**src/lpws_pkg.sv**
```systemverilog
/*
  Shared constants and types of the low-power wake-up sequencer.
  Assumes a single 10 MHz system clock derived from the built-in oscillator.
*/
package lpws_pkg;
  localparam int unsigned CLK_KHZ       = 10000;
  // Return times, in microseconds as specified
  localparam int unsigned IRQ_FAST_US   = 33;
  localparam int unsigned IRQ_FAST_MAX  = 100;
  localparam int unsigned IRQ_SLOW_US   = 445;
  localparam int unsigned IRQ_SLOW_MAX  = 1061;
  localparam int unsigned RST_FAST_MAX  = 181;
  localparam int unsigned RST_SLOW_MAX  = 1003;
  // Cycle counts: typical figure used as the irq wait, max as the reset wait, rounds down
  localparam int unsigned IRQ_FAST_CYC  = IRQ_FAST_US * CLK_KHZ / 1000;
  localparam int unsigned IRQ_SLOW_CYC  = IRQ_SLOW_US * CLK_KHZ / 1000;
  localparam int unsigned IRQ_FMAX_CYC  = IRQ_FAST_MAX * CLK_KHZ / 1000;
  localparam int unsigned IRQ_SMAX_CYC  = IRQ_SLOW_MAX * CLK_KHZ / 1000;
  localparam int unsigned RST_FAST_CYC  = RST_FAST_MAX * CLK_KHZ / 1000;
  localparam int unsigned RST_SLOW_CYC  = RST_SLOW_MAX * CLK_KHZ / 1000;
  localparam int unsigned CNT_W         = 14;

  typedef enum logic [2:0] {
    LPWS_MODE_RUN   = 3'h0,
    LPWS_MODE_SLEEP = 3'h1,
    LPWS_MODE_HSCR  = 3'h2,
    LPWS_MODE_MAIN  = 3'h3,
    LPWS_MODE_PLL   = 3'h4,
    LPWS_MODE_LSCR  = 3'h5,
    LPWS_MODE_SUB   = 3'h6,
    LPWS_MODE_STOP  = 3'h7
  } lpws_mode_e;

  typedef enum logic [1:0] {
    LPWS_CLK_HSCR = 2'h0,
    LPWS_CLK_MAIN = 2'h1,
    LPWS_CLK_PLL  = 2'h2,
    LPWS_CLK_LSCR = 2'h3
  } lpws_clk_e;
endpackage : lpws_pkg

```
**src/lpws_cnt_if.sv**
```systemverilog
/*
  Carrier between the sequencer and its latency counter.
  Assumes both sides share clk_sys.
*/
interface lpws_cnt_if;
  logic                       start;
  logic [lpws_pkg::CNT_W-1:0] load;
  logic                       done;
  logic                       busy;
  modport ctl (output start, output load, input done, input busy);
  modport cnt (input start, input load, output done, output busy);
endinterface : lpws_cnt_if

```
**src/lpws_counter.sv**
```systemverilog
/*
  Down counter timing the wake-up latency.
  Assumes clk_sys comes from the built-in oscillator; a load of zero is
  treated as one cycle.
*/
module lpws_counter (
  input  wire logic   clk_sys,
  input  wire logic   resetn,
  lpws_cnt_if.cnt     cnt
);
  logic [lpws_pkg::CNT_W-1:0] cnt_ff;
  logic                       busy_ff;
  wire  logic                 last = (cnt_ff <= lpws_pkg::CNT_W'(1));

  // Counts on the oscillator clock, so latency tracks its tolerance
  always_ff @(posedge clk_sys or negedge resetn) begin
    if (!resetn) begin
      cnt_ff  <= '0;
      busy_ff <= 1'b0;
    end else if (cnt.start) begin
      cnt_ff  <= cnt.load;
      busy_ff <= 1'b1;
    end else if (busy_ff) begin
      cnt_ff  <= last ? '0 : cnt_ff - lpws_pkg::CNT_W'(1);
      busy_ff <= !last;
    end
  end

  assign cnt.done = busy_ff && last;
  assign cnt.busy = busy_ff;
endmodule : lpws_counter

```
**src/lpws_sequencer.sv**
```systemverilog
/*
  Wake-up sequencer: holds the core in a low-power mode and times the return
  to program execution after an interrupt or reset return factor.
  Assumes all inputs are synchronous to clk_sys; power-on and low-voltage
  reset arrive as a level on por_lvd_active.
*/
// How it works
// - Interrupt latency counts from the return factor to program start.
// - Fast timer modes resume after 33 us typical, 100 us at most.
// - Slow timer and stop modes resume after 445 us, 1061 us at most.
// - Reset return runs within 181 us fast, 1003 us slow, from release.
// - Time under power-on or low-voltage reset is not counted.
// - After reset run from high-speed oscillator; main or PLL adds a wait.
// - Watchdog and clock supervisor resets count as wake-up factors.
// - Interrupt wake returns to the mode used before entry.
// - Sleep accepts any irq, stop uses wake_en_stop, all other low-power modes share wake_en_timer.
// - An interrupt coinciding with mode entry still wakes the device.
module lpws_sequencer #(
  parameter int unsigned N_IRQ   = 8,
  parameter int unsigned STAB_W  = 14
) (
  input  wire logic               clk_sys,
  input  wire logic               resetn,
  input  wire logic               por_lvd_active,
  input  wire logic               external_reset_pin_n,
  input  wire logic               watchdog_reset,
  input  wire logic               clock_supervisor_reset,
  input  wire logic               enter_req,
  input  wire logic [2:0]         enter_mode,
  input  wire logic [N_IRQ-1:0]   irq,
  input  wire logic [N_IRQ-1:0]   wake_en_timer,
  input  wire logic [N_IRQ-1:0]   wake_en_stop,
  input  wire logic               rst_wake_en_stop,
  input  wire logic [1:0]         clk_sel,
  input  wire logic [STAB_W-1:0]  main_stab_cyc,
  input  wire logic [STAB_W-1:0]  pll_stab_cyc,
  output logic                    cpu_run,
  output logic                    cpu_reset,
  output logic [2:0]              cur_mode,
  output logic [1:0]              cur_clk,
  output logic                    clk_ready
);
  typedef enum logic [2:0] {
    ST_RESET = 3'h0,
    ST_RWAIT = 3'h1,
    ST_RUN   = 3'h2,
    ST_LOWP  = 3'h3,
    ST_IWAIT = 3'h4
  } lpws_state_e;

  lpws_state_e          state_ff, nxt_state;
  lpws_pkg::lpws_mode_e mode_ff;
  logic [1:0]           run_clk_ff;
  logic [1:0]           clk_ff;
  logic [STAB_W-1:0]    stab_ff;
  logic                 run_ff;

  lpws_cnt_if cif ();
  lpws_counter u_cnt (
    .clk_sys (clk_sys),
    .resetn  (resetn),
    .cnt     (cif.cnt)
  );

  function automatic logic is_slow(input logic [2:0] m);
    return m == lpws_pkg::LPWS_MODE_LSCR || m == lpws_pkg::LPWS_MODE_SUB ||
           m == lpws_pkg::LPWS_MODE_STOP;
  endfunction : is_slow

  wire logic        res_src = !external_reset_pin_n || watchdog_reset ||
                              clock_supervisor_reset;
  wire logic        in_stop = (mode_ff == lpws_pkg::LPWS_MODE_STOP);
  wire logic        in_sleep = (mode_ff == lpws_pkg::LPWS_MODE_SLEEP);
  // Stop drops internal resets unless allowed; sleep takes any irq
  wire logic        rst_ok = !external_reset_pin_n ||
                             ((watchdog_reset || clock_supervisor_reset) &&
                              (!in_stop || rst_wake_en_stop));
  wire logic [N_IRQ-1:0] en_mask = in_sleep ? {N_IRQ{1'b1}} :
                                   in_stop ? wake_en_stop : wake_en_timer;
  wire logic        irq_wake = |(irq & en_mask);
  // Pending irq at entry is checked against the target mode
  wire logic [N_IRQ-1:0] ent_mask =
    (enter_mode == lpws_pkg::LPWS_MODE_SLEEP) ? {N_IRQ{1'b1}} :
    (enter_mode == lpws_pkg::LPWS_MODE_STOP) ? wake_en_stop : wake_en_timer;
  wire logic        ent_wake = |(irq & ent_mask);
  // Entry with a pending irq has no stored mode yet; use the target mode
  wire logic [2:0]  load_mode = (state_ff == ST_RUN) ? enter_mode : mode_ff;
  wire logic [lpws_pkg::CNT_W-1:0] irq_load =
    is_slow(load_mode) ? lpws_pkg::CNT_W'(lpws_pkg::IRQ_SLOW_CYC)
                       : lpws_pkg::CNT_W'(lpws_pkg::IRQ_FAST_CYC);
  wire logic [lpws_pkg::CNT_W-1:0] rst_load =
    is_slow(mode_ff) ? lpws_pkg::CNT_W'(lpws_pkg::RST_SLOW_CYC)
                     : lpws_pkg::CNT_W'(lpws_pkg::RST_FAST_CYC);
  wire logic        lowp_irq = (state_ff == ST_LOWP) && irq_wake && !rst_ok;
  wire logic        stab_done = (stab_ff == '0);

  // Reset outranks interrupt; count starts only once reset is released
  always_comb begin
    nxt_state = state_ff;
    unique case (state_ff)
      ST_RESET: if (!por_lvd_active && !res_src) nxt_state = ST_RWAIT;
      ST_RWAIT: if (cif.done) nxt_state = ST_RUN;
      ST_RUN:   if (enter_req && enter_mode != lpws_pkg::LPWS_MODE_RUN)
                  nxt_state = ent_wake ? ST_IWAIT : ST_LOWP;
      ST_LOWP:  if (irq_wake) nxt_state = ST_IWAIT;
      ST_IWAIT: if (cif.done) nxt_state = ST_RUN;
      default:  nxt_state = ST_RESET;
    endcase
    // Masked internal resets in low power are left to rst_ok
    if (por_lvd_active || (res_src && state_ff != ST_LOWP))
      nxt_state = ST_RESET;
    if (state_ff == ST_LOWP && rst_ok) nxt_state = ST_RESET;
  end

  assign cif.start = (state_ff == ST_RESET && nxt_state == ST_RWAIT) ? 1'b1 :
                     (nxt_state == ST_IWAIT && state_ff != ST_IWAIT);
  assign cif.load  = (state_ff == ST_RESET) ? rst_load : irq_load;

  always_ff @(posedge clk_sys or negedge resetn) begin
    if (!resetn) state_ff <= ST_RESET;
    else         state_ff <= nxt_state;
  end

  // Mode entered is kept through reset so the reset count knows it
  always_ff @(posedge clk_sys or negedge resetn) begin
    if (!resetn) begin
      mode_ff <= lpws_pkg::LPWS_MODE_RUN;
    end else if (state_ff == ST_RUN && nxt_state != ST_RUN &&
                 nxt_state != ST_RESET) begin
      mode_ff <= lpws_pkg::lpws_mode_e'(enter_mode);
    end else if ((state_ff == ST_RWAIT || state_ff == ST_IWAIT) &&
                 cif.done) begin
      // Back in run after either wait, as before entry
      mode_ff <= lpws_pkg::LPWS_MODE_RUN;
    end
  end

  // Clock in use: high-speed after reset, prior run clock after irq
  always_ff @(posedge clk_sys or negedge resetn) begin
    if (!resetn) begin
      run_clk_ff <= lpws_pkg::LPWS_CLK_HSCR;
      clk_ff     <= lpws_pkg::LPWS_CLK_HSCR;
      stab_ff    <= '0;
    end else if (state_ff == ST_RESET) begin
      run_clk_ff <= lpws_pkg::LPWS_CLK_HSCR;
      clk_ff     <= lpws_pkg::LPWS_CLK_HSCR;
      stab_ff    <= '0;
    end else if (state_ff == ST_RUN && clk_sel != clk_ff) begin
      clk_ff     <= clk_sel;
      run_clk_ff <= clk_sel;
      // Oscillator or PLL must settle before the clock is reported ready
      stab_ff    <= (clk_sel == lpws_pkg::LPWS_CLK_MAIN) ? main_stab_cyc :
                    (clk_sel == lpws_pkg::LPWS_CLK_PLL) ? pll_stab_cyc :
                    '0;
    end else if (state_ff == ST_IWAIT) begin
      clk_ff <= run_clk_ff;
    end else if (!stab_done) begin
      stab_ff <= stab_ff - STAB_W'(1);
    end
  end

  always_ff @(posedge clk_sys or negedge resetn) begin
    if (!resetn) run_ff <= 1'b0;
    else         run_ff <= (nxt_state == ST_RUN);
  end

  assign cpu_run   = run_ff;
  assign cpu_reset = (state_ff == ST_RESET);
  assign cur_mode  = mode_ff;
  assign cur_clk   = clk_ff;
  assign clk_ready = stab_done;

  // Slow irq and fast reset waits are bounded on a cycle count, not a long delay range,
  // which would be slow to evaluate
  localparam int unsigned IRQ_SLOW_LIM = lpws_pkg::IRQ_SLOW_CYC + 5;
  localparam int unsigned RST_FAST_LIM = lpws_pkg::RST_FAST_CYC + 1;
  logic [lpws_pkg::CNT_W-1:0] wait_cyc_ff;
  wire  logic                 in_wait = (state_ff == ST_RWAIT) ||
                                        (state_ff == ST_IWAIT);

  always_ff @(posedge clk_sys or negedge resetn) begin
    if (!resetn)      wait_cyc_ff <= '0;
    else if (in_wait) wait_cyc_ff <= wait_cyc_ff + lpws_pkg::CNT_W'(1);
    else              wait_cyc_ff <= '0;
  end

  a_irq_fast_time: assert property (
    @(posedge clk_sys) disable iff (!resetn)
    lowp_irq && !is_slow(mode_ff) && !por_lvd_active && !res_src
    |-> ##[1:331] cpu_run || cpu_reset)
    else $error("fast irq wake late");
  a_irq_slow_time: assert property (
    @(posedge clk_sys) disable iff (!resetn)
    state_ff == ST_IWAIT && is_slow(mode_ff) |-> wait_cyc_ff < IRQ_SLOW_LIM)
    else $error("slow irq wake late");
  a_irq_no_early: assert property (
    @(posedge clk_sys) disable iff (!resetn)
    lowp_irq && !is_slow(mode_ff) |-> !cpu_run [*8])
    else $error("irq wake too early");
  a_rst_hold: assert property (
    @(posedge clk_sys) disable iff (!resetn)
    por_lvd_active |=> cpu_reset)
    else $error("reset not held");
  a_rst_hscr: assert property (
    @(posedge clk_sys) disable iff (!resetn)
    $fell(cpu_reset) |-> cur_clk == lpws_pkg::LPWS_CLK_HSCR)
    else $error("reset not on fast osc");
  a_rst_fast: assert property (
    @(posedge clk_sys) disable iff (!resetn)
    state_ff == ST_RWAIT && !is_slow(mode_ff) |-> wait_cyc_ff < RST_FAST_LIM)
    else $error("reset wake late");
  a_wdt_wake: assert property (
    @(posedge clk_sys) disable iff (!resetn)
    state_ff == ST_LOWP && watchdog_reset && !in_stop |=> cpu_reset)
    else $error("watchdog did not wake");
  a_entry_race: assert property (
    @(posedge clk_sys) disable iff (!resetn)
    state_ff == ST_RUN && enter_req && ent_wake && !res_src &&
    !por_lvd_active && enter_mode != 3'h0 |=> state_ff == ST_IWAIT)
    else $error("entry race lost");
  a_irq_mode: assert property (
    @(posedge clk_sys) disable iff (!resetn)
    state_ff == ST_IWAIT && cif.done && !res_src && !por_lvd_active
    |=> cur_clk == run_clk_ff && cur_mode == lpws_pkg::LPWS_MODE_RUN)
    else $error("mode not restored");
  a_stop_mask: assert property (
    @(posedge clk_sys) disable iff (!resetn)
    state_ff == ST_LOWP && in_stop && !(|(irq & wake_en_stop)) && !rst_ok
    && !por_lvd_active |=> state_ff == ST_LOWP)
    else $error("masked factor woke stop");
  a_cnt_busy: assert property (
    @(posedge clk_sys) disable iff (!resetn)
    in_wait |-> cif.busy)
    else $error("wait without count");
endmodule : lpws_sequencer

```
**config.mk**
```make
export PLATFORM = sky130hd
export DESIGN_NAME = lpws_sequencer
export DESIGN_NICKNAME = d
export VERILOG_FILES = /design/src/lpws_pkg.sv /design/src/lpws_cnt_if.sv /design/src/lpws_counter.sv /design/src/lpws_sequencer.sv
export SDC_FILE = /design/constraint.sdc
export NUM_CORES = 1
export LEC_CHECK = 0
export BUFFER_PORTS_ARGS = -buffer_cell sky130_fd_sc_hd__buf_2
export CORE_MARGIN = 1.5
export CORE_UTILIZATION = 56
export CTS_CLUSTER_DIAMETER = 60
export CTS_CLUSTER_SIZE = 40
export DETAILED_ROUTE_END_ITERATION = 12
export GPL_TIMING_DRIVEN = 0
export PLACE_DENSITY = 0.93
export REMOVE_ABC_BUFFERS = 1
export SLEW_MARGIN = 20
export SYNTH_ARGS = -nofsm -noshare
export SYNTH_HDL_FRONTEND = slang
export SYNTH_HIERARCHICAL = 1
export SYNTH_SLANG_ARGS = --single-unit
```
**constraint.sdc**
```tcl
create_clock -name clk_sys -period 3 [get_ports clk_sys]
set_clock_uncertainty 0.1 [all_clocks]
set_input_delay 0.15 -clock clk_sys [delete_from_list [all_inputs] [get_ports clk_sys]]
set_output_delay 0.15 -clock clk_sys [all_outputs]
set_load 0.02 [all_outputs]
```
## Word-level counts from Yosys, hierarchy flattened

Cells that the tools add are included.

- Flip-flop bits (word level): 40
- Bits in latches: 0
- Memory bits (writable): 0
- Bits in read-only memories: 0
- Input bits: 65
- Output and inout bits: 8
- Word-level logic and storage cells: 112
- Memories kept: 0

- Add/subtract/negate cells: 2
- Multipliers: 0
- Divide/modulo/power cells: 0
- Order comparisons: 1
- Equality and inequality tests: 24
- Shift-type cells: 0
- Multiplexer cells: 35
- Bitwise operators: 2
- Reductions and logical operators: 40

Operators by type and width:

| kind | number |
|---|---|
| 2-to-1 mux 14 bit | 11 |
| 2-to-1 mux 8 bit | 4 |
| 2-to-1 mux 3 bit | 10 |
| subtractor 14 x 1 -> 14 bit (second input constant) | 2 |
| equality test 3 bit (second input constant) | 9 |
| AND 8 bit | 2 |
| OR reduction 8 bit | 2 |
| <= comparator 14 x 1 -> 1 bit (second input constant) | 1 |
| zero test 14 bit | 1 |
| 2-to-1 mux 13 bit | 1 |
| equality test 3 x 1 -> 1 bit (second input constant) | 4 |
| logical AND 1 bit | 12 |
| case mux 3 bit (4 select lines) | 1 |
| logical OR 1 bit | 11 |
| 2-to-1 mux 2 bit | 5 |
| equality test 3 x 2 -> 1 bit (second input constant) | 3 |
| inequality test 3 x 2 -> 1 bit (second input constant) | 3 |
| nonzero test 3 bit | 3 |
| inequality test 3 bit (second input constant) | 2 |
| nonzero test 2 bit | 3 |
| zero test 1 bit | 5 |
| zero test 3 bit | 1 |
| 2-to-1 mux 1 bit | 3 |
| equality test 2 x 1 -> 1 bit (second input constant) | 1 |
| other kinds (4) | 4 |

## Logic depth before layout (Yosys ltp)

Gate-level depths: netlist of run 1.

- Depth after elaboration: 14
- Gate-level depth with buffers: 12
- Gate-level depth less buffers: 10

## Cells and area by module

The synthesis of run 1 kept the hierarchy.

By module, submodules not included:

| module | times used | cells each | area each (sq um) | seq. area each (sq um) |
|---|---|---|---|---|
| lpws_sequencer | 1 | 316 | 2,408.6 | 625.6 |
| lpws_counter | 1 | 111 | 1,034.7 | 375.4 |

## Worst setup path before layout of run 1

OpenSTA, ideal clock, no wires.

- Path type: reg2reg
- Start: reg mode_ff[2] (netlist: cur_mode[2])
- End: reg u_cnt/cnt_ff[6] (netlist bit)
- Setup time: 134 ps
- Data arrival time: 2,243 ps
- Data required time: 2,766 ps
- Path slack: 523 ps
- Stages on the path, launching flop included: 13
- Path buffers: 3
- Clock period less this slack: 2,477 ps
- Cell sequence: dfrtp_1 -> buf_2 -> buf_2 -> nand4b_1 -> o22a_1 -> nor2_1 -> o21ai_2 -> nand2b_1 -> a31oi_1 -> inv_1 -> clkbuf_1 -> a31oi_1 -> o41ai_2

- Cells in the longest elaborated chain, start to end: 13
- Elaborated cells between the ends (all ways): 22
- Those cells by class: 4 x eq/ne; 8 x mux; 1 x bitwise; 9 x reduce/logical

Ends and longest elaborated chain:

| item | line | source |
|---|---|---|
| start, declared | lpws_sequencer.sv:52 | `lpws_pkg::lpws_mode_e mode_ff;` |
| start signal, assigned | lpws_sequencer.sv:127 | `mode_ff <= lpws_pkg::LPWS_MODE_RUN;` |
| start signal, assigned | lpws_sequencer.sv:130 | `mode_ff <= lpws_pkg::lpws_mode_e'(enter_mode);` |
| start signal, assigned | lpws_sequencer.sv:134 | `mode_ff <= lpws_pkg::LPWS_MODE_RUN;` |
| equality test 3 bit | lpws_sequencer.sv:72 | `wire logic in_stop = (mode_ff == lpws_pkg::LPWS_MODE_STOP);` |
| 2-to-1 mux 8 bit | lpws_sequencer.sv:79 | `in_stop ? wake_en_stop : wake_en_timer;` |
| 2-to-1 mux 8 bit | lpws_sequencer.sv:78 | `wire logic [N_IRQ-1:0] en_mask = in_sleep ? {N_IRQ{1'b1}} :` |
| AND 8 bit | lpws_sequencer.sv:80 | `wire logic irq_wake = \|(irq & en_mask);` |
| OR reduction 8 bit | lpws_sequencer.sv:80 |  |
| 2-to-1 mux 3 bit | lpws_sequencer.sv:105 | `ST_LOWP: if (irq_wake) nxt_state = ST_IWAIT;` |
| case mux 3 bit (4 select lines) | lpws_sequencer.sv:100 | `unique case (state_ff)` |
| 2-to-1 mux 3 bit | lpws_sequencer.sv:110 | `if (por_lvd_active \|\| (res_src && state_ff != ST_LOWP))` |
| 2-to-1 mux 3 bit (*) | lpws_sequencer.sv:112 | `if (state_ff == ST_LOWP && rst_ok) nxt_state = ST_RESET;` |
| equality test 3 bit / equality test 3 x 1 -> 1 bit (equally long branches) | lpws_sequencer.sv:116, lpws_sequencer.sv:115 |  |
| logical AND 1 bit, on equally long branches | lpws_sequencer.sv:116, lpws_sequencer.sv:115 |  |
| 2-to-1 mux 1 bit (*) | lpws_sequencer.sv:115 | `assign cif.start = (state_ff == ST_RESET && nxt_state == ST_RWAIT) ? 1'b1 :` |
| named net cif.start | lpws_cnt_if.sv:6 | `logic start;` |
| 2-to-1 mux 14 bit / nonzero test 2 bit (equally long branches) | -- |  |
| end signal, assigned | lpws_counter.sv:21 | `cnt_ff <= cnt.load;` |
| end signal, assigned | lpws_counter.sv:24 | `cnt_ff <= last ? '0 : cnt_ff - lpws_pkg::CNT_W'(1);` |
| end, declared | lpws_counter.sv:11 | `logic [lpws_pkg::CNT_W-1:0] cnt_ff;` |

Mark *: on every way through the listed nets, which the timed path passes. The rest lies on a longest branch.
A chain may end at the register's enable or synchronous reset.

## Worst setup path in the final report of run 1

- Start: reg mode_ff[2] (netlist: cur_mode[2])
- End: reg u_cnt/cnt_ff[11] (netlist bit)

The elaborated chain is that of the path after synthesis.

==> flow_summary.html, run 1 <==
<table>
<tr><th>Metric</th><th>Value</th></tr>
<tr><th colspan="2">Floorplanning</th></tr>
<tr><td>Number of cell rows</td><td>28</td></tr>
<tr><td>Core Area</td><td>5920 sq um</td></tr>
<tr><td>Die Wd</td><td>81.4 um</td></tr>
<tr><td>Number of placed I/O pins</td><td>between 70 and 80</td></tr>
<tr><td>Die Area</td><td>6630 sq um</td></tr>
<tr><td>Initial Util</td><td>0.582</td></tr>
<tr><td>Chip Height</td><td>81.4 um</td></tr>
<tr><th colspan="2">Setup path</th></tr>
<tr><td>Required time at the endpoint of the critical path</td><td>3.13 ns</td></tr>
<tr><td>Critical path endpoint category</td><td>flop</td></tr>
<tr><td>RR Endpoint</td><td>u_cnt/cnt_ff[11]$_DFFE_PN0P_</td></tr>
<tr><td>Biggest fanout along the worst timing path</td><td>28</td></tr>
<tr><td>Reg2Reg Depth</td><td>9</td></tr>
<tr><td>R2R setup slack</td><td>between 0.2 and 0.25 ns</td></tr>
<tr><td>WS Path Type</td><td>flop to flop</td></tr>
<tr><td>Worst Setup SP</td><td>cur_mode[2]$_DFFE_PN0P_</td></tr>
<tr><td>Data arrival time at the worst-slack endpoint</td><td>a little under 3 ns</td></tr>
<tr><td>Startpoint of the most critical register-to-register path</td><td>cur_mode[2]$_DFFE_PN0P_</td></tr>
<tr><td>Critical Path Sink</td><td>u_cnt/cnt_ff[11]$_DFFE_PN0P_</td></tr>
<tr><td>Worst setup SP type</td><td>flop</td></tr>
<tr><th colspan="2">Layout</th></tr>
<tr><td>Synthesis-to-layout area growth</td><td>14.2%</td></tr>
<tr><td>Commonest cells after routing, fill and taps aside</td><td>72 x sky130_fd_sc_hd__buf_2, 48 x sky130_fd_sc_hd__nor2_1, 48 x sky130_fd_sc_hd__o21ai_0</td></tr>
<tr><td>Fraction of final layout cells with drive strength greater than 1</td><td>0.246</td></tr>
<tr><td>Final-layout fill cell count</td><td>roughly 470</td></tr>
<tr><td>Count of inserted antenna diode cells</td><td>0</td></tr>
<tr><td>Non-filler instance count after layout</td><td>566</td></tr>
<tr><td>Most common library cell in the layout ignoring fill and taps</td><td>sky130_fd_sc_hd__buf_2</td></tr>
<tr><td>Fin nets</td><td>558</td></tr>
<tr><th colspan="2">STA</th></tr>
<tr><td>Total Negative Setup Slacks</td><td>0 ns</td></tr>
<tr><td>Share of the clock period used by the worst path after layout</td><td>0.923</td></tr>
<tr><td>Minimum period implied by the final worst setup slack</td><td>2.77 ns</td></tr>
<tr><td>Count of final setup violators</td><td>0</td></tr>
<tr><td>Number of hold violations in the final report</td><td>0</td></tr>
<tr><td>Highest attainable clock frequency</td><td>361 MHz</td></tr>
<tr><td>Final critical-path setup slack</td><td>between 0.2 and 0.25 ns</td></tr>
<tr><td>Total count of max-transition violations in the final report</td><td>0</td></tr>
<tr><td>Setup repair after global routing missed its margin</td><td>false</td></tr>
<tr><td>Slew at the pin with the worst max-slew slack</td><td>1.10 ns</td></tr>
<tr><td>Slew headroom</td><td>0.264</td></tr>
<tr><th colspan="2">Worst hold path</th></tr>
<tr><td>Type of the most critical hold path</td><td>primary input to flop</td></tr>
<tr><td>Hold Path Origin</td><td>clk_sel[1]</td></tr>
<tr><th colspan="2">Synth</th></tr>
<tr><td>Number of flops mapped to enable cells by yosys</td><td>0</td></tr>
<tr><td>Number of warnings issued by yosys</td><td>6</td></tr>
<tr><td>Most common flop cell mapped by yosys</td><td>sky130_fd_sc_hd__dfrtp_1</td></tr>
<tr><td>Total of flip-flops plus latches after synthesis</td><td>40</td></tr>
<tr><td>Mapped cell area</td><td>about 3400 sq um</td></tr>
<tr><td>FFs w/ async S/R, synth</td><td>1.00</td></tr>
<tr><td>Number of library cell types mapped by synthesis</td><td>76</td></tr>
<tr><td>Post-synthesis area per instance</td><td>8.06 sq um</td></tr>
<tr><td>Register area share after synthesis</td><td>0.291</td></tr>
<tr><td>Synthesized netlist cell count</td><td>427</td></tr>
<tr><th colspan="2">Place</th></tr>
<tr><td>Setup Slack @ Placement</td><td>-0.193 ns</td></tr>
<tr><td>Final weighted congestion of routability-driven global placement</td><td>0.880</td></tr>
<tr><td>Sum of net half-perimeters after detailed placement</td><td>6570 um</td></tr>
<tr><td>Placed instance count</td><td>between 500 and 600</td></tr>
<tr><td>Count of buffers from port buffering</td><td>72</td></tr>
<tr><th colspan="2">Route</th></tr>
<tr><td>Average wire per standard cell</td><td>16.4 um</td></tr>
<tr><td>Length of the first detailed-routing pass in iterations</td><td>5</td></tr>
<tr><td>Number of design rule violations left after detail routing</td><td>0</td></tr>
<tr><td>Number of nets with antenna violations after detailed routing</td><td>0</td></tr>
<tr><td>Via/cell ratio</td><td>6.43</td></tr>
<tr><td>Final routed wirelength across all metal layers</td><td>9260 um</td></tr>
<tr><td>Overall via count from detail_route</td><td>roughly 3.6k</td></tr>
<tr><td>Iteration-0 DRC Markers</td><td>approximately 320</td></tr>
<tr><th colspan="2">Power</th></tr>
<tr><td>Sequential group share of total power</td><td>0.441</td></tr>
<tr><td>Sw Share</td><td>0.373</td></tr>
<tr><td>Power Density</td><td>439 nW/um^2</td></tr>
<tr><td>Clock Power Share</td><td>0.216</td></tr>
<tr><td>IR Drop Worst-Case VDD</td><td>0.331 mV</td></tr>
<tr><td>Net load switching power</td><td>0.645 mW</td></tr>
<tr><td>Total internal power</td><td>about 1.1 mW</td></tr>
<tr><td>Leakage Power</td><td>1.76 nW</td></tr>
<tr><td>Fraction of power consumed by combinational cells</td><td>0.343</td></tr>
<tr><th colspan="2">CTS</th></tr>
<tr><td>TritonCTS clock tree</td><td>yes</td></tr>
<tr><td>Bufs on Longest Clock Path</td><td>2</td></tr>
<tr><td>TritonCTS Sinks</td><td>40</td></tr>
<tr><td>Clock insertion delay at the later pin of the skew report</td><td>0.29 ns</td></tr>
<tr><td>H-tree lvl count</td><td>2</td></tr>
<tr><td>Inserted Clock Buffers</td><td>5</td></tr>
<tr><td>Master cell of the clock root buffer</td><td>sky130_fd_sc_hd__clkbuf_8</td></tr>
<tr><td>Register clock-pin slew on the reported worst setup and hold paths</td><td>0.08 ns</td></tr>
<tr><th colspan="2">Global route</th></tr>
<tr><td>Sum of overflow across all layers after global routing</td><td>0</td></tr>
<tr><td>Wire length of the first global-routing pass</td><td>roughly 15000 um</td></tr>
<tr><td>Largest net degree at the start of global routing</td><td>~40</td></tr>
<tr><td>Via count of the first global-routing pass</td><td>3302</td></tr>
<tr><td>Number of antenna violations at the first check in global routing</td><td>0</td></tr>
<tr><td>GRT Resource Usage Total</td><td>0.282</td></tr>
<tr><th colspan="2">Run status</th></tr>
<tr><td>Status</td><td>completed</td></tr>
<tr><th colspan="2">Job</th></tr>
<tr><td>Max capacitance violation total</td><td>0</td></tr>
</table>
## worst max-delay path: stages, from the launching register on
cell and delay (ns):
sky130_fd_sc_hd__dfrtp_2 0.64, sky130_fd_sc_hd__and3b_1 0.22, sky130_fd_sc_hd__o21ai_0 0.07, sky130_fd_sc_hd__a22oi_1 0.25
sky130_fd_sc_hd__nand4_1 0.21, sky130_fd_sc_hd__nand2b_1 0.19, sky130_fd_sc_hd__a31oi_4 0.18, sky130_fd_sc_hd__buf_6 0.20
sky130_fd_sc_hd__or4_1 0.54, sky130_fd_sc_hd__nand3_1 0.10
## routing by layer
layer / part of all wire / global-route usage / wire length, um / vias up
met5: 0 / 0 / 0 / -
met4: 0.014 / 0.0845 / 127 / 0
met3: 0.067 / 0.0456 / 622 / 21
met2: 0.50 / 0.488 / 4650 / 154
met1: 0.42 / 0.360 / 3860 / 1737
li1: - / - / - / 1725
## through the flow
step / hold slack [ns] / utilization / area (sq um) / power [mW]
floorplan: -0.246 / - / 3320 / 1.15
global placement: 0.215 / 0.638 / 3780 / 1.30
detailed placement: 0.227 / 0.641 / 3790 / 1.35
CTS: 0.0311 / 0.658 / 3900 / 1.72
global route: 0.0324 / 0.664 / 3930 / 1.83
finish: 0.0367 / 0.664 / 3930 / 1.73
## cells by family (layout without fill, tap and decap cells)
logic type / count (synthesis) / after routing / synth area share
AO/OA/AOI/OAI: 168 / 168 / 0.332
buffers and inverters: 43 / 104 / 0.0603
other: 2 / 5 / 0.00218
AND/OR/NAND/NOR: 161 / 161 / 0.276
flip-flops: 40 / 40 / 0.291
multiplexers: 5 / 5 / 0.0153
XOR/XNOR: 5 / 5 / 0.0127
adder cells (fa/ha/maj): 3 / 3 / 0.0109
## power groups by stage
stage,logic (mW),registers (mW),clock network [mW]
after floorplan,0.415,0.737,0
after detailed placement,0.576,0.769,0
final,0.593,0.761,0.373
after global routing,0.649,0.772,0.412
after global placement,0.543,0.758,0
after CTS,0.582,0.759,0.376
## final cells by class
cell class                      instances  area [sq um]  share of cell area
Clock buffer                            8          90.1              0.0229
Inverter                               20          78.8              0.0201
Multi-Input combinational cell        347          2270               0.577
Sequential cell                        40          1000               0.256
Tap cell                               75          93.8              0.0239
Timing Repair Buffer                   76           397               0.101
## how the worst min path moves through the flow
| stage | end | slack, ns | cells past startpoint |
|---|---|---|---|
| 2_1_floorplan | cpu_run$_DFF_PN0_ | -0.25 | 0 |
| 3_3_place_gp | u_cnt/cnt_ff[3]$_DFFE_PN0P_ | 0.22 | 1 |
| 3_5_place_dp | u_cnt/cnt_ff[11]$_DFFE_PN0P_ | 0.23 | 1 |
| 4_1_cts | run_clk_ff[1]$_DFFE_PN0P_ | 0.03 | 3 |
| 5_1_grt | run_clk_ff[1]$_DFFE_PN0P_ | 0.03 | 3 |
| 6_report | run_clk_ff[1]$_DFFE_PN0P_ | 0.04 | 3 |
## state kept, by name, summed over array words and instances, names as in the netlist
name	flops
cur_mode	3
state_ff	3
u_cnt/cnt.busy	1
cur_clk	2
run_clk_ff	2
u_cnt/cnt_ff	14
cpu_run	1
stab_ff	14
## synthesized netlist by cell type (6+ instances only)
cell type | n | area share
sky130_fd_sc_hd__a21o_1 | 6 | 0.013
sky130_fd_sc_hd__a21oi_1 | 23 | 0.033
sky130_fd_sc_hd__a22oi_1 | 13 | 0.028
sky130_fd_sc_hd__a2bb2oi_1 | 6 | 0.015
sky130_fd_sc_hd__a31oi_1 | 21 | 0.038
sky130_fd_sc_hd__and2_1 | 7 | 0.013
sky130_fd_sc_hd__and3b_1 | 12 | 0.031
sky130_fd_sc_hd__buf_2 | 9 | 0.013
sky130_fd_sc_hd__clkbuf_1 | 8 | 0.0087
sky130_fd_sc_hd__dfrtp_1 | 40 | 0.29
sky130_fd_sc_hd__inv_1 | 19 | 0.021
sky130_fd_sc_hd__nand2_1 | 25 | 0.027
sky130_fd_sc_hd__nand2b_1 | 7 | 0.013
sky130_fd_sc_hd__nor2_1 | 48 | 0.052
sky130_fd_sc_hd__nor2b_1 | 6 | 0.011
sky130_fd_sc_hd__nor3_1 | 6 | 0.0087
sky130_fd_sc_hd__o21ai_0 | 48 | 0.070
sky130_fd_sc_hd__o21ai_1 | 8 | 0.012
## repair_timing
item / in CTS / in global routing
hold buffers: 1 / 0
gates resized for setup: 3 / 3
hold endpoints to repair: 40 / 0
setup buffers: 0 / 2
endpoints found under the setup margin: 8 / 7
No activity file was read; power rests on OpenSTA's default activity.
==> run 2, diff against run 1 <==
- RECOVER_POWER: not set -> 50
- clock period: 3 -> 2.8 ns (I/O delays scaled with it)
==> run 2 against run 1 <==
Critical path depth did not move. Maximum frequency up 2.2%. Clock power up 7.8%. Sequential cell count did not move. Register-to-register slack worse by 0.14 ns. Critical path type unchanged. Critical endpoint is now u_cnt/cnt_ff[5]$_DFFE_PN0P_.
==> flow_summary.html, run 2 (synthesized netlist as in run 1, its figures left out) <==
<table>
<tr><th>Metric</th><th>Value</th></tr>
<tr><th colspan="2">Run status</th></tr>
<tr><td>Status</td><td>completed</td></tr>
<tr><th colspan="2">Place</th></tr>
<tr><td>Placed instance count</td><td>555 (unchanged)</td></tr>
<tr><td>Instance area after placement</td><td>3790 sq um (unchanged)</td></tr>
<tr><td>Setup Slack @ Placement</td><td>-0.393 ns (-0.200 ns)</td></tr>
<tr><td>Count of buffers from port buffering</td><td>72 (unchanged)</td></tr>
<tr><td>Final weighted congestion of routability-driven global placement</td><td>0.880 (unchanged)</td></tr>
<tr><td>Sum of net half-perimeters after detailed placement</td><td>6570 um (unchanged)</td></tr>
<tr><th colspan="2">Layout</th></tr>
<tr><td>Fin nets</td><td>565 (+1.3%)</td></tr>
<tr><td>Post-route cell area</td><td>4010 sq um (+1.9%)</td></tr>
<tr><td>Count of inserted antenna diode cells</td><td>0 (unchanged)</td></tr>
<tr><td>Synthesis-to-layout area growth</td><td>16.3%</td></tr>
<tr><td>Commonest cells after routing, fill and taps aside</td><td>68 x sky130_fd_sc_hd__buf_2, 48 x sky130_fd_sc_hd__nor2_1, 48 x sky130_fd_sc_hd__o21ai_0</td></tr>
<tr><td>Non-filler instance count after layout</td><td>573 (+1.2%)</td></tr>
<tr><td>Post-Route Utilization</td><td>0.676 (+0.0125)</td></tr>
<tr><td>Most common library cell in the layout ignoring fill and taps</td><td>sky130_fd_sc_hd__buf_2</td></tr>
<tr><td>Fraction of final layout cells with drive strength greater than 1</td><td>0.253 (+0.00658)</td></tr>
<tr><td>Registers with the most flip-flops</td><td>stab_ff x14, u_cnt/cnt_ff x14</td></tr>
<tr><th colspan="2">CTS</th></tr>
<tr><td>H-tree lvl count</td><td>2 (unchanged)</td></tr>
<tr><td>Inserted Clock Buffers</td><td>5 (unchanged)</td></tr>
<tr><td>Clock insertion delay at the later pin of the skew report</td><td>0.29 ns (about the same)</td></tr>
<tr><td>TritonCTS clock tree</td><td>yes</td></tr>
<tr><td>Master cell of the clock root buffer</td><td>sky130_fd_sc_hd__clkbuf_8</td></tr>
<tr><td>Bufs on Longest Clock Path</td><td>2 (unchanged)</td></tr>
<tr><td>Register clock-pin slew on the reported worst setup and hold paths</td><td>0.08 ns (about the same)</td></tr>
<tr><td>TritonCTS Sinks</td><td>40 (unchanged)</td></tr>
<tr><th colspan="2">Setup path</th></tr>
<tr><td>Required time at the endpoint of the critical path</td><td>2.87 ns (-0.26 ns)</td></tr>
<tr><td>Startpoint of the most critical register-to-register path</td><td>state_ff[1]$_DFF_PN0_</td></tr>
<tr><td>Reg2Reg Depth</td><td>9 (unchanged)</td></tr>
<tr><td>Critical Path Sink</td><td>u_cnt/cnt_ff[5]$_DFFE_PN0P_</td></tr>
<tr><td>Worst setup SP type</td><td>flop</td></tr>
<tr><td>Worst Setup SP</td><td>state_ff[1]$_DFF_PN0_</td></tr>
<tr><td>Data arrival time at the worst-slack endpoint</td><td>2.78 ns (-0.12 ns)</td></tr>
<tr><td>R2R setup slack</td><td>0.09 ns (-0.14 ns)</td></tr>
<tr><td>RR Endpoint</td><td>u_cnt/cnt_ff[5]$_DFFE_PN0P_</td></tr>
<tr><td>Critical path endpoint category</td><td>flop</td></tr>
<tr><td>WS Path Type</td><td>flop to flop</td></tr>
<tr><td>Biggest fanout along the worst timing path</td><td>11 (-61%)</td></tr>
<tr><th colspan="2">STA</th></tr>
<tr><td>Highest attainable clock frequency</td><td>369 MHz (+2.2%)</td></tr>
<tr><td>Total count of max-transition violations in the final report</td><td>0 (unchanged)</td></tr>
<tr><td>Slew headroom</td><td>0.319 (+0.0550)</td></tr>
<tr><td>Count of final setup violators</td><td>0 (unchanged)</td></tr>
<tr><td>Minimum period implied by the final worst setup slack</td><td>2.71 ns (-0.0586 ns)</td></tr>
<tr><td>Number of hold violations in the final report</td><td>0 (unchanged)</td></tr>
<tr><td>Slew at the pin with the worst max-slew slack</td><td>1.02 ns (-0.0824 ns)</td></tr>
<tr><td>Worst hold slack after final layout</td><td>0.0246 ns (-0.0121 ns)</td></tr>
<tr><td>Final critical-path setup slack</td><td>0.0910 ns (-0.141 ns)</td></tr>
<tr><td>Share of the clock period used by the worst path after layout</td><td>0.968 (+0.0450)</td></tr>
<tr><td>Total Negative Setup Slacks</td><td>0 ns (unchanged)</td></tr>
<tr><th colspan="2">Global route</th></tr>
<tr><td>GRT Resource Usage Total</td><td>0.284 (+0.00188)</td></tr>
<tr><td>Largest net degree at the start of global routing</td><td>41 (unchanged)</td></tr>
<tr><td>Met3 track demand over resource</td><td>0.0456 (unchanged)</td></tr>
<tr><td>Via count of the first global-routing pass</td><td>3319 (+0.51%)</td></tr>
<tr><td>GR met2 Demand/Resource</td><td>0.498 (+0.00992)</td></tr>
<tr><td>Sum of overflow across all layers after global routing</td><td>0 (unchanged)</td></tr>
<tr><td>Number of antenna violations at the first check in global routing</td><td>0 (unchanged)</td></tr>
<tr><td>Wire length of the first global-routing pass</td><td>14900 um (+0.55%)</td></tr>
<tr><td>Global Route met1 Usage</td><td>0.360 (-0.000697)</td></tr>
<tr><td>GRT Max-Usage Layer</td><td>met2</td></tr>
<tr><th colspan="2">Power</th></tr>
<tr><td>Leakage Power</td><td>1.80 nW (+2.0%)</td></tr>
<tr><td>Design Power</td><td>1.86 mW (+7.4%)</td></tr>
<tr><td>Power Density</td><td>463 nW/um^2 (+5.4%)</td></tr>
<tr><td>IR Drop Worst-Case VDD</td><td>0.346 mV (+4.5%)</td></tr>
<tr><th colspan="2">Route</th></tr>
<tr><td>Number of design rule violations left after detail routing</td><td>0 (unchanged)</td></tr>
<tr><td>Average wire per standard cell</td><td>16.9 um (+3.2%)</td></tr>
<tr><td>Final routed wirelength across all metal layers</td><td>9670 um (+4.5%)</td></tr>
<tr><td>Via/cell ratio</td><td>6.51 (+1.2%)</td></tr>
<tr><td>Iteration-0 DRC Markers</td><td>297 (-5.7%)</td></tr>
<tr><td>Overall via count from detail_route</td><td>3728 (+2.5%)</td></tr>
<tr><td>Length of the first detailed-routing pass in iterations</td><td>5 (unchanged)</td></tr>
<tr><td>Number of nets with antenna violations after detailed routing</td><td>0 (unchanged)</td></tr>
<tr><th colspan="2">Floorplanning</th></tr>
<tr><td>Core Area</td><td>5920 sq um (unchanged)</td></tr>
<tr><td>Chip Height</td><td>81.4 um (unchanged)</td></tr>
<tr><td>Initial Util</td><td>0.582 (unchanged)</td></tr>
<tr><td>Number of placed I/O pins</td><td>73 (unchanged)</td></tr>
<tr><td>Die Wd</td><td>81.4 um (unchanged)</td></tr>
<tr><td>Number of cell rows</td><td>28 (unchanged)</td></tr>
<tr><td>Die Area</td><td>6630 sq um (unchanged)</td></tr>
<tr><th colspan="2">Job</th></tr>
<tr><td>Max capacitance violation total</td><td>0 (unchanged)</td></tr>
<tr><th colspan="2">Worst hold path</th></tr>
<tr><td>Type of the most critical hold path</td><td>primary input to flop</td></tr>
<tr><td>Hold Path Origin</td><td>clk_sel[1]</td></tr>
</table>
==> run 2: timing repair <==
action                                  in CTS  in global routing
pin swaps                                    0                  1
gates cloned                                 0                  0
gates resized for setup                      5                  5
endpoints found under the hold margin       40                  0
endpoints found under the setup margin      13                 12
hold buffers                                 1                  0
buffers inserted                             3                  6
==> run 2: critical path: stages, from the launching register on <==
cell                         delay, ns
sky130_fd_sc_hd__dfrtp_1          0.59
sky130_fd_sc_hd__nor3b_2          0.52
sky130_fd_sc_hd__and2_1           0.22
sky130_fd_sc_hd__nand2_1          0.11
sky130_fd_sc_hd__a31oi_4          0.34
sky130_fd_sc_hd__clkinvlp_4       0.16
sky130_fd_sc_hd__buf_4            0.17
sky130_fd_sc_hd__nand2_1          0.08
sky130_fd_sc_hd__a2bb2oi_1        0.17
sky130_fd_sc_hd__o211ai_1         0.11
==> run 2: per-layer routing <==
layer	share of wire	up-vias	wire, um
met3	0.069	20	669
met4	0.015	0	144
met1	0.41	1778	3930
met2	0.51	191	4930
met5	0	-	0
li1	-	1739	-
==> run 2: layout make-up <==
type	count	area, sq um
clock buffers	8	90.1
fillers	455	1920
inverters	20	78.8
multi-input cells	347	2280
flip-flops and latches	40	1010
well taps	75	93.8
repair buffers	83	453
==> run 2: power by group <==
part / leakage, nW / total, mW / internal (mW) / switching (mW)
Combinational: 1.24 / 0.637 / 0.288 / 0.349
Clock: 0.0455 / 0.402 / 0.201 / 0.201
Sequential: 0.513 / 0.817 / 0.672 / 0.145
==> run 2: worst min path at each step <==
stage	end	slack [ns]	cells past startpoint
after CTS	run_clk_ff[1]$_DFFE_PN0P_	0.02	3
after floorplan	cpu_run$_DFF_PN0_	-0.26	0
final	run_clk_ff[1]$_DFFE_PN0P_	0.02	3
after global routing	run_clk_ff[1]$_DFFE_PN0P_	0.02	3
after detailed placement	u_cnt/cnt_ff[11]$_DFFE_PN0P_	0.22	1
after global placement	u_cnt/cnt_ff[3]$_DFFE_PN0P_	0.21	1
